[config.mk]
export PLATFORM = sky130hd
export DESIGN_NAME = dcs_top
export DESIGN_NICKNAME = d
export VERILOG_FILES = /design/src/dcs_pkg.sv /design/src/dcs_seq_if.sv /design/src/dcs_init_seq.sv /design/src/dcs_top.sv
export VERILOG_INCLUDE_DIRS = /design/src
export SDC_FILE = /design/constraint.sdc
export NUM_CORES = 1
export LEC_CHECK = 0
export ABC_AREA = 1
export BUFFER_PORTS_ARGS = -buffer_cell sky130_fd_sc_hd__buf_2
export CAP_MARGIN = 20
export CORE_ASPECT_RATIO = 1.4
export CORE_MARGIN = 3
export CORE_UTILIZATION = 30
export DETAILED_ROUTE_END_ITERATION = 8
export PLACE_DENSITY_LB_ADDON = 0.3
export SETUP_SLACK_MARGIN = 0.15
export SLEW_MARGIN = 20
export SYNTH_ARGS = -nofsm -noshare
export SYNTH_HDL_FRONTEND = slang
export SYNTH_HIERARCHICAL = 1
export SYNTH_SLANG_ARGS = --single-unit
[constraint.sdc]
create_clock -name clk_i -period 1.9 [get_ports clk_i]
set_input_delay 0.095 -clock clk_i [delete_from_list [all_inputs] [get_ports clk_i]]
set_output_delay 0.095 -clock clk_i [all_outputs]
set_load 0.02 [all_outputs]
[src/dcs_params.svh]
// constants of the ddr configuration and start-up block
`ifndef DCS_PARAMS_SVH
`define DCS_PARAMS_SVH
// ------------------------------------------------------------
// clock and times
// ------------------------------------------------------------
`define DCS_CLK_NS 10
`define DCS_T_RESET_US 200
`define DCS_T_CKE_US 500
`define DCS_T_CMD_NS 400
`define DCS_DLL_LOCK_EDGES 9000
`define DCS_RESET_CYC ((`DCS_T_RESET_US*1000+`DCS_CLK_NS-1)/`DCS_CLK_NS)
`define DCS_CKE_CYC ((`DCS_T_CKE_US*1000+`DCS_CLK_NS-1)/`DCS_CLK_NS)
`define DCS_CMD_CYC ((`DCS_T_CMD_NS+`DCS_CLK_NS-1)/`DCS_CLK_NS)
// ------------------------------------------------------------
// register byte offsets
// ------------------------------------------------------------
`define DCS_ADR_MODE 8'h00
`define DCS_ADR_EMR 8'h04
`define DCS_ADR_CTL 8'h08
`define DCS_ADR_STAT 8'h0C
`define DCS_ADR_DLL 8'h10
`define DCS_ADR_CALIB 8'h14
`define DCS_ADR_PHY 8'h18
`define DCS_ADR_IRQST 8'h1C
`define DCS_ADR_IRQMK 8'h20
// ------------------------------------------------------------
// fields, masks and reset values
// ------------------------------------------------------------
`define DCS_CTL_MASK 32'h03003FFB
`define DCS_CTL_RST 32'h00000400
`define DCS_CTL_INIT 2
`define DCS_MODE_BT 3
`define DCS_CL_ONLY 3'h3
`define DCS_PHY_RSTDLL 11
`define DCS_CALIB_BASE 32'h00000000
`endif

[src/dcs_pkg.sv]
// types of the ddr configuration and start-up block
`default_nettype none
package dcs_pkg;
  // start-up sequencer states, one-hot
  typedef enum logic [4:0] {
    ST_IDLE = 5'h01,
    ST_RST = 5'h02,
    ST_CKE = 5'h04,
    ST_CMD = 5'h08,
    ST_DONE = 5'h10
  } dcs_seq_st_t;
  // sequencer state
  typedef struct packed {
    dcs_seq_st_t st;
    logic [15:0] cnt;
  } dcs_seq_t;
  // register file and output state
  typedef struct packed {
    logic [12:0] mode;
    logic [7:0] emr;
    logic [31:0] ctl;
    logic [11:0] dll;
    logic [31:0] calib;
    logic phy_rst;
    logic [1:0] irq_st;
    logic [1:0] irq_mk;
    logic ack;
    logic [31:0] dat;
    logic irq;
    logic start;
    logic [2:0] sync;
    logic [13:0] lock_cnt;
    logic locked;
    logic done_q;
    logic cke;
    logic rstn;
    logic [2:0] pasr;
    logic [1:0] mtype;
    logic [2:0] lp_req;
    logic traffic;
  } dcs_regs_t;
endpackage
`default_nettype wire

[src/dcs_seq_if.sv]
// link between register file and start-up sequencer
`timescale 1ns/1ns
`default_nettype none
interface dcs_seq_if;
  logic start; // one-cycle start request
  logic busy; // sequence running
  logic done; // sequence finished, level
  logic cke; // memory clock enable
  logic rst_n; // memory reset, active low
  modport ctl (output start, input busy, done, cke, rst_n);
  modport seq (input start, output busy, done, cke, rst_n);
endinterface
`default_nettype wire

[src/dcs_init_seq.sv]
// power-up timing sequencer of the ddr controller
`timescale 1ns/1ns
`default_nettype none
`include "dcs_params.svh"
module dcs_init_seq #(
  parameter logic [15:0] RESET_CYC = 16'd20000,
  parameter logic [15:0] CKE_CYC = 16'd50000,
  parameter logic [15:0] CMD_CYC = 16'd40
) (
  input wire logic clk_i,
  input wire logic rst_i,
  input wire logic ce_i,
  dcs_seq_if.seq sif
);
  dcs_pkg::dcs_seq_t s; // registered state
  dcs_pkg::dcs_seq_t n; // next state
  // ----------------------------------------------------------
  // sequence: reset low, cke low, first-command wait, done
  // ----------------------------------------------------------
  always_comb begin
    n = s;
    n.cnt = s.cnt + 16'h0001;
    case (s.st)
      dcs_pkg::ST_IDLE, dcs_pkg::ST_DONE: begin
        n.cnt = 16'h0000;
        // restart allowed once finished
        if (sif.start) begin
          n.st = dcs_pkg::ST_RST;
        end
      end
      dcs_pkg::ST_RST: begin
        // memory reset held for its least time
        if (s.cnt == RESET_CYC - 16'h0001) begin
          n.st = dcs_pkg::ST_CKE;
          n.cnt = 16'h0000;
        end
      end
      dcs_pkg::ST_CKE: begin
        // cke kept low after reset release
        if (s.cnt == CKE_CYC - 16'h0001) begin
          n.st = dcs_pkg::ST_CMD;
          n.cnt = 16'h0000;
        end
      end
      dcs_pkg::ST_CMD: begin
        // wait before first command, then complete
        if (s.cnt == CMD_CYC - 16'h0001) begin
          n.st = dcs_pkg::ST_DONE;
        end
      end
      default: begin
        n.st = dcs_pkg::ST_IDLE;
        n.cnt = 16'h0000;
      end
    endcase
  end
  // state register, frozen while ce_i is low
  always_ff @(posedge clk_i) begin
    if (rst_i) begin
      s.st <= dcs_pkg::ST_IDLE;
      s.cnt <= 16'h0000;
    end else if (ce_i) begin
      s <= n;
    end
  end
  // decoded pin levels
  assign sif.busy = s.st[1] | s.st[2] | s.st[3];
  assign sif.done = s.st[4];
  assign sif.rst_n = s.st[2] | s.st[3] | s.st[4];
  assign sif.cke = s.st[3] | s.st[4];
endmodule
`default_nettype wire

[src/dcs_top.sv]
// ddr controller configuration registers and start-up control
// ------------------------------------------------------------
// Overview of operation
// - lpddr mode supports cas latency three only
// - mode register bits 15:13 read zero
// - extended mode bits 2:0 drive pasr lines
// - control bit 2 starts memory initialization
// - completion flag set when sequence finishes
// - control bit 0 selects ddr3
// - control bit 1 selects lpddr
// - bits 3..5 request self-refresh, power-downs
// - power-up reset and cke timing automatic
// ------------------------------------------------------------
//
// The register offsets and register access over Wishbone were decided locally.
`timescale 1ns/1ns
`default_nettype none
`include "dcs_params.svh"
// ------------------------------------------------------------
// register map, byte offsets on the 8-bit bus address
// ------------------------------------------------------------
// 0x00 lpddr_mode_config: burst type bit 3, latency 6:4
// 0x04 lpddr_extended_mode_config: pasr field in 2:0
// 0x08 controller_control: type select, start, requests
// 0x0C controller_status: done, busy, dll locked, error
// 0x10 delay_loop_control: read count 7:0, cycles 11:8
// 0x14 calibration_target_address: unused memory word
// 0x18 phy_control_zero: phy_delay_loop_reset in bit 11
// 0x1C interrupt status: done and lock, write one clears
// 0x20 interrupt mask: same layout as the status
// the start bit is not stored: it only raises a pulse, so
// a read of the control word never shows it set, and a
// later write of other fields cannot restart the memory
module dcs_top #(
  parameter logic [15:0] RESET_CYC = 16'(`DCS_RESET_CYC),
  parameter logic [15:0] CKE_CYC = 16'(`DCS_CKE_CYC),
  parameter logic [13:0] DLL_LOCK_EDGES = 14'(`DCS_DLL_LOCK_EDGES),
  parameter logic [31:0] MEM_BASE = `DCS_CALIB_BASE
) (
  input wire logic clk_i,
  input wire logic rst_i,
  input wire logic ce_i,
  input wire logic wb_cyc_i,
  input wire logic wb_stb_i,
  input wire logic wb_we_i,
  input wire logic [7:0] wb_adr_i,
  input wire logic [3:0] wb_sel_i,
  input wire logic [31:0] wb_dat_i,
  output logic [31:0] wb_dat_o,
  output logic wb_ack_o,
  input wire logic dram_clk_i,
  output logic irq_o,
  output logic mem_rst_n_o,
  output logic mem_cke_o,
  output logic [2:0] mem_pasr_o,
  output logic [1:0] mem_type_o,
  output logic [2:0] lp_req_o,
  output logic traffic_en_o,
  output logic dll_rst_o
);
  // ----------------------------------------------------------
  // state and sequencer link
  // ----------------------------------------------------------
  dcs_pkg::dcs_regs_t s; // registered state
  dcs_pkg::dcs_regs_t n; // next state
  dcs_seq_if sif(); // link to sequencer
  logic bus_req; // new bus cycle, not yet answered
  logic [7:0] adr; // word-aligned byte address
  logic [31:0] wmask; // byte lanes from sel
  logic dclk_edge; // rising edge of dram clock
  logic cfg_err; // illegal mode combination
  assign bus_req = wb_cyc_i & wb_stb_i & ~s.ack;
  assign adr = {wb_adr_i[7:2], 2'b00};
  assign wmask = {{8{wb_sel_i[3]}}, {8{wb_sel_i[2]}},
                  {8{wb_sel_i[1]}}, {8{wb_sel_i[0]}}};
  // second and third flop only, first flop feeds second alone
  assign dclk_edge = s.sync[1] & ~s.sync[2];
  // flag modes the controller cannot run
  assign cfg_err = (s.ctl[0] & s.ctl[1])
    | (s.ctl[1] & s.mode[`DCS_MODE_BT])
    | (s.ctl[1] & (s.mode[6:4] != `DCS_CL_ONLY));

  // ----------------------------------------------------------
  // start-up sequencer
  // ----------------------------------------------------------
  // the sequencer owns the timed pin levels; this module only
  // registers them again so every pin leaves straight from a flop
  // restarts are refused while busy so a half-done power-up is
  // never cut short by a stray write
  dcs_init_seq #(
    .RESET_CYC(RESET_CYC),
    .CKE_CYC(CKE_CYC),
    .CMD_CYC(16'(`DCS_CMD_CYC))
  ) u_seq (
    .clk_i(clk_i),
    .rst_i(rst_i),
    .ce_i(ce_i),
    .sif(sif.seq)
  );
  assign sif.start = s.start;

  // ----------------------------------------------------------
  // next-state logic: bus slave, dll lock, events, outputs
  // ----------------------------------------------------------
  always_comb begin
    logic [31:0] rd; // read data of addressed register
    logic [31:0] wd; // write data merged by byte lanes
    logic [1:0] ev; // events of this cycle
    logic [1:0] clr; // write-one-to-clear bits
    rd = 32'h00000000;
    wd = 32'h00000000;
    ev = 2'b00;
    clr = 2'b00;
    n = s;
    n.ack = 1'b0;
    n.start = 1'b0;
    // dram clock sampled through a synchroniser
    n.sync = {s.sync[1:0], dram_clk_i};
    // read mux; unmapped offsets read zero
    case (adr)
      // top bits of mode word read zero
      `DCS_ADR_MODE: rd = {19'h00000, s.mode};
      `DCS_ADR_EMR: rd = {24'h000000, s.emr};
      `DCS_ADR_CTL: rd = s.ctl;
      `DCS_ADR_STAT: rd = {28'h0000000, cfg_err, s.locked,
                           sif.busy, s.done_q};
      `DCS_ADR_DLL: rd = {20'h00000, s.dll};
      `DCS_ADR_CALIB: rd = s.calib;
      `DCS_ADR_PHY: rd = {20'h00000, s.phy_rst, 11'h000};
      `DCS_ADR_IRQST: rd = {30'h00000000, s.irq_st};
      `DCS_ADR_IRQMK: rd = {30'h00000000, s.irq_mk};
      default: rd = 32'h00000000;
    endcase
    // one answer per request; writes land at the ack edge
    if (bus_req) begin
      n.ack = 1'b1;
      n.dat = rd;
      if (wb_we_i) begin
        wd = (rd & ~wmask) | (wb_dat_i & wmask);
        case (adr)
          // only 12:0 stored, 15:13 stay zero
          `DCS_ADR_MODE: n.mode = wd[12:0];
          // pasr field kept in the low bits
          `DCS_ADR_EMR: n.emr = wd[7:0];
          `DCS_ADR_CTL: begin
            // reserved bits dropped
            n.ctl = wd & `DCS_CTL_MASK;
            // writing the init bit issues a start
            if (wb_sel_i[0] && wb_dat_i[`DCS_CTL_INIT]
                && !sif.busy) begin
              n.start = 1'b1;
            end
          end
          // delay loop count fields
          `DCS_ADR_DLL: n.dll = wd[11:0];
          // calibration target address
          `DCS_ADR_CALIB: n.calib = wd;
          `DCS_ADR_PHY: n.phy_rst = wd[`DCS_PHY_RSTDLL];
          `DCS_ADR_IRQST: clr = wb_dat_i[1:0] & wmask[1:0];
          `DCS_ADR_IRQMK: n.irq_mk = wd[1:0];
          default: n.mode = s.mode;
        endcase
      end
    end
    // dll lock counted in dram clock edges after reset
    // the dram clock is slow against clk_i, so each rising edge
    // is seen once; a faster dram clock would lose edges and
    // only lengthen the wait, never shorten it
    if (n.phy_rst) begin
      n.lock_cnt = 14'h0000;
      n.locked = 1'b0;
    end else if (!s.locked && dclk_edge) begin
      n.lock_cnt = s.lock_cnt + 14'h0001;
      if (s.lock_cnt == DLL_LOCK_EDGES - 14'h0001) begin
        n.locked = 1'b1;
        ev[1] = 1'b1;
      end
    end
    // completion flag follows the sequencer
    n.done_q = sif.done;
    ev[0] = sif.done & ~s.done_q;
    // a new event wins over a clear in the same cycle
    n.irq_st = (s.irq_st & ~clr) | ev;
    n.irq = |(n.irq_st & n.irq_mk);
    // pin copies, each from a flop
    n.cke = sif.cke;
    n.rstn = sif.rst_n;
    n.pasr = n.emr[2:0];
    n.mtype = n.ctl[1:0];
    n.lp_req = n.ctl[5:3];
    // traffic gated until completion
    n.traffic = n.done_q;
  end

  // ----------------------------------------------------------
  // state register, frozen while ce_i is low
  // ----------------------------------------------------------
  // reset forces the register defaults; every other field
  // starts at zero, so the memory stays in reset with cke low
  // until software starts the sequence
  // ce_i low holds every field, the bus answer included, so a
  // master simply sees a longer wait for its acknowledge
  always_ff @(posedge clk_i) begin
    if (rst_i) begin
      s <= '0;
      // turnaround field starts at two
      s.ctl <= `DCS_CTL_RST;
      // default calibration target is range start
      s.calib <= MEM_BASE;
    end else if (ce_i) begin
      s <= n;
    end
  end

  // ----------------------------------------------------------
  // outputs straight from the state register
  // ----------------------------------------------------------
  // no output is decoded here: each is one flop of the state
  assign wb_dat_o = s.dat;
  assign wb_ack_o = s.ack;
  assign irq_o = s.irq;
  assign mem_rst_n_o = s.rstn;
  assign mem_cke_o = s.cke;
  assign mem_pasr_o = s.pasr;
  assign mem_type_o = s.mtype;
  assign lp_req_o = s.lp_req;
  assign traffic_en_o = s.traffic;
  assign dll_rst_o = s.phy_rst;
endmodule
`default_nettype wire

## Word-level counts from Yosys, hierarchy flattened

Index checks and enable logic that the tools add are counted.

| storage, ports and cells | value |
|---|---|
| bits in registers | 167 |
| input port bits | 51 |
| word-level logic and storage cells | 122 |

| operators by class | value |
|---|---|
| add/sub/neg operators | 2 |
| equal/unequal tests | 22 |
| muxes and demuxes | 29 |
| bitwise gates (word level) | 26 |
| reduce and logical (&&, ||, !) cells | 19 |

Operator list:

| kind | number |
|---|---|
| $pmux W32 S9 | 1 |
| $mux W51 | 2 |
| $and A32 B32 Y32 | 2 |
| $pmux W16 S3 | 1 |
| $mux W21 | 2 |
| $mux W35 | 1 |
| $mux W32 | 1 |
| $not A32 Y32 | 1 |
| $or A32 B32 Y32 | 1 |
| $mux W15 | 2 |
| $eq A6 B3 Y1 const B | 4 |
| $pmux W5 S4 | 1 |
| $reduce_and A4 Y1 | 5 |
| $add A16 B1 Y16 const B | 1 |
| $eq A16 B15 Y1 const B | 1 |
| $eq A16 B16 Y1 const B | 1 |
| $eq A16 B6 Y1 const B | 1 |
| $add A14 B1 Y14 const B | 1 |
| $eq A14 B14 Y1 const B | 1 |
| $eq A6 B2 Y1 const B | 2 |
| $mux W12 | 1 |
| $mux W2 | 5 |
| $mux W5 | 2 |
| $mux W1 | 9 |
| 25 further kinds | 49 |

## Depth between registers and ports, before layout

| logic depth | value |
|---|---|
| depth in word-level cells | 13 |
| depth in mapped cells | 14 |

## Cells and area by module

The synthesis kept the hierarchy.

By module, submodules not included:

| module | times used | cells each | area an instance (um2) | sequential area each (um2) |
|---|---|---|---|---|
| dcs_top | 1 | 924 | 6720.2 | 2822.7 |
| dcs_init_seq | 1 | 245 | 1447.6 | 420.4 |

## Worst setup path after synthesis

No wires, ideal clock.

| path | value |
|---|---|
| path type | flip-flop to flip-flop |
| start | reg s, in the netlist wb_ack_o |
| end | reg s[101] (netlist bit) |
| setup time | 0.120 ns |
| arrival | 1.536 ns |
| data required time | 1.780 ns |
| setup slack | 0.244 ns |
| stages on the path, launching flop included | 10 |
| buffers on the path | 1 |
| period minus slack after synthesis | 1.656 ns |
| cells stage by stage | dfxtp_1 > nor2_1 > inv_1 > nor2_4 > nand2_2 > nor2_4 > inv_2 > clkbuf_1 > a21oi_1 > a21oi_1 |

| between the ends | value |
|---|---|
| word-level cells in the longest chain between the ends | 3 |

RTL lines:

| item | line | text |
|---|---|---|
| start, declared | dcs_top.sv:64 | `dcs_pkg::dcs_regs_t s;` |
| start signal, assigned | dcs_top.sv:211 | `s <= n;` |
| $not A1 Y1 | dcs_top.sv:72 | `assign bus_req = wb_cyc_i & wb_stb_i & ~s.ack;` |
| $and A1 B1 Y1 | dcs_top.sv:72 |  |
| $reduce_and A4 Y1 (no line) | - |  |

No other way between the ends.
A chain may end at the register's enable or synchronous reset.

## Worst setup path in the final report

| path | value |
|---|---|
| start | reg s[15] (netlist bit) |
| end | reg s[26] (netlist bit) |

| between the ends | value |
|---|---|
| word-level cells in the longest chain between the ends | 3 |

RTL lines:

| item | line | text |
|---|---|---|
| $add A14 B1 Y14 | dcs_top.sv:173 | `n.lock_cnt = s.lock_cnt + 14'h0001;` |
| $mux W15 | dcs_top.sv:172 | `end else if (!s.locked && dclk_edge) begin` |
| $mux W15 | dcs_top.sv:169 | `if (n.phy_rst) begin` |

No other way between the ends. The select of a mux whose other input is x is not followed.

==> reports/qor.yml <==
status: "finished, final reports clean"
die_h_um: 201
intPower_uw: 5600
slew_violations: 0
rsz0062_at_grt: "true"
cts_buffers: 17
initial_core_util_pct: 30.9
crit_path_end_kind: "flop"
cts_tree: "built"
ys_seq_area_share_pct: 39.7
hpwl_mm: 16.7
synth_edf_count: 0
avgSynthCellArea_um2: 6.99
numPortBuffers: 94
combPwrFrac_pct: 14.1
grt_pass1_wl_mm: 38.1
ys_types: 45
yosys_warnings: 6
cp_slowest_stage_delay_ns: 0.38
cts_root_buf: "clkbuf_16"
grtUsageTotal_pct: 15.9
gr-total-overflow: 0
drt_wl_total_mm: 23.6
core_area_mm2: 0.0265
clock_sinks: 162
clock_power_share_pct: 40.1
viasPerCell: 4.72
hp-class: "input port to flop"
path_buf_inv: 1
critPathTopFamily: "simple AND/OR/NAND/NOR gates"
ant_nets: 0
r2r_start: "s[15]"
finalNetCount: 1309
grt_pass1_vias: 7348
fin_cells: 1630
reg2regPathDepth: 7
clk_latency_ns: 0.43
die_w_um: 145
fin_tns_setup_ns: 0
yosys_most_used_dff: "dfxtp_1"
fill_cells: 2851
h-tree-depth: 4
die-area_mm2: 0.0293
relSlewSlack_pct: 51.7
postCtsSetupRepairBufs: 0
yosysTopAreaCell: "dfxtp_1"
vdd_drop_max_mv: 0.456
crit_path_max_fanout: 4
initialDrtViolationCount: 409
fin_area_mm2: 0.00975
reg2reg_to: "s[26]"
yosysTopAreaCellShare_pct: 39.7
worst_slew_pin_slew_ns: 0.725
startpoint_type: "flop"
finalSetupViolations: 0
num_rows: 70
fin_crit_sh_pct: 85.1
area_growth_pct: 19.4
first_pass_iters: 5
worstPathRequired_ns: 2.25
grt_max_degree: 64
cap_violations: 0
synth_cells: 1169
p_leak_uw: 0.00421
critPathKind: "flop to flop"
ioPinCount: 97
startpoint: "s[15]"
placed_cell_area_mm2: 0.00894
critPathCapture: "s[26]"
crit_cells: 7
drt_drc_violations_left: 0
globalplace.congestion: 0.887
report.final.hold_viol_count: 0
switching_share_pct: 29.4
slowest_stage: "dfxtp_1"
netlist_area_mm2: 0.00817
synth_seq_cells: 162
post_drt_wl_per_cell_um: 14.5
clk_pin_slew_ns: 0.06
cts_max_path_buffers: 2
p_switching_uw: 2330
critPathArrivalTime_ns: 1.97
max_freq_mhz: 618
dp_cells: 1575
syn_nets: 1222
drive_gt1_share_pct: 18.3
yosys-top-cells-area: "dfxtp_1 40%, a21oi_1 9.7%, nand2_1 8.1%"
antenna_found_initial: 3
p_per_area_mw_per_mm2: 813
ys_async_sr_fraction_pct: 0
via_count: 7701
worst-r2r-setup-slack_ns: 0.28
seq_power_share_pct: 45.7
period_minus_slack_ns: 1.62
path_cells: "inv_1, nor4_1, nand2_1, nor2_1, xor2_1, nand4_1, a21oi_1"
clock_skew_ns: 0.00906
[final cells by class]
| type | count | area [µm²] | share of cell area [%] |
|---|---|---|---|
| Clock buffer | 19 | 433 | 4.44 |
| Antenna cell | 1 | 2.50 | 0.0257 |
| Inverter | 130 | 494 | 5.07 |
| Timing Repair inverter | 1 | 7.51 | 0.0770 |
| Sequential cell | 162 | 3240 | 33.3 |
| Timing Repair Buffer | 158 | 1060 | 10.9 |
| Multi-Input combinational cell | 786 | 3950 | 40.5 |
| Tap cell | 360 | 450 | 4.62 |
| Clock inverter | 13 | 105 | 1.08 |
[flip-flops by register name, summed over array words and instances, names as in the netlist]
signal	cells
u_seq/sif.done	1
dll_rst_o	1
mem_rst_n_o	1
traffic_en_o	1
mem_cke_o	1
wb_ack_o	1
wb_dat_o	32
n	2
irq_o	1
s	100
u_seq/s	20
sif.start	1
[synthesized netlist by cell type (12+ instances only)]
library cell and number:
nand2_1 176, dfxtp_1 162, a21oi_1 159, nor2_1 134, o21ai_0 130, inv_1 119
nand3_1 57, buf_4 42, clkbuf_1 28, xor2_1 16, buf_2 12, nand2_2 12
[layout by cell type (no fill, tap or decap), types with 9 or more instances in the layout]
master / count
buf_2: 94
dlygate4sd3_1: 21
clkbuf_16: 17
xor2_1: 16
nand2_1: 176
a21oi_1: 159
nor2_4: 10
buf_4: 37
nand3_1: 56
nand2_2: 11
nor2_1: 132
nor3_1: 9
dfxtp_1: 162
nand4_1: 10
inv_1: 117
inv_2: 10
o21ai_0: 128
nor2_2: 12
[worst register-to-register path: cells and delay by family, from the launching register on]
family | cells | cell delay [ns]
buffers and inverters | 1 | 0.10
and+or+nand+nor | 4 | 0.76
AOI/OAI and AO/OA | 1 | 0.14
DFF | 1 | 0.38
xor gates and xnor gates | 1 | 0.16
[worst min-delay path by stage]
stage / startpoint / end / slack (ns) / cells past startpoint
floorplan: dram_clk_i / n[28] / 0.23 / 2
global placement: dram_clk_i / n[28] / 0.36 / 3
detailed placement: dram_clk_i / n[28] / 0.36 / 3
CTS: wb_sel_i[0] / sif.start / 0.02 / 3
global route: wb_sel_i[0] / sif.start / 0.03 / 3
finish: wb_sel_i[0] / sif.start / 0.04 / 3
[what timing repair did]
action,4_1_cts,5_1_grt
endpoints found under the setup margin,0,71
hold endpoints to repair,24,0
hold buffers,21,0
resized for setup,0,18
[power by group through the flow]
stage	clock [µW]	combinational [µW]	sequential (µW)
2_1_floorplan	0	761	3690
3_3_place_gp	0	1080	3690
3_5_place_dp	0	1090	3700
4_1_cts	3280	1130	3620
5_1_grt	3430	1250	3640
6_report	3180	1120	3620
[through the flow]
stage | total power [µW] | setup slack [ns] | hold slack (ns) | utilization, %
2_1_floorplan | 4450 | 0.244 | 0.230 | -
3_3_place_gp | 4770 | 0.111 | 0.355 | 33.8
3_5_place_dp | 4790 | 0.0827 | 0.363 | 33.8
4_1_cts | 8030 | 0.175 | 0.0217 | 36.6
5_1_grt | 8320 | 0.130 | 0.0294 | 36.9
6_report | 7920 | 0.283 | 0.0351 | 36.9
[layer usage]
layer,GRT usage [%],vias to the layer above,wire length (µm)
met3,3.67,32,1190
met5,0,-,31
li1,-,3972,-
met1,18.9,3531,9940
met2,28.7,162,12100
met4,4.55,4,349
[cells by family after synthesis]
| group | after synthesis | synth area share [%] |
|---|---|---|
| flops | 162 | 39.7 |
| compound gates | 325 | 20.9 |
| buf+inv | 221 | 12.4 |
| simple gates | 440 | 24.6 |
| xor+xnor | 16 | 1.72 |
| fa+ha+maj | 2 | 0.306 |
| mux | 3 | 0.368 |
Note: power is estimated with default switching activity, not from simulation.
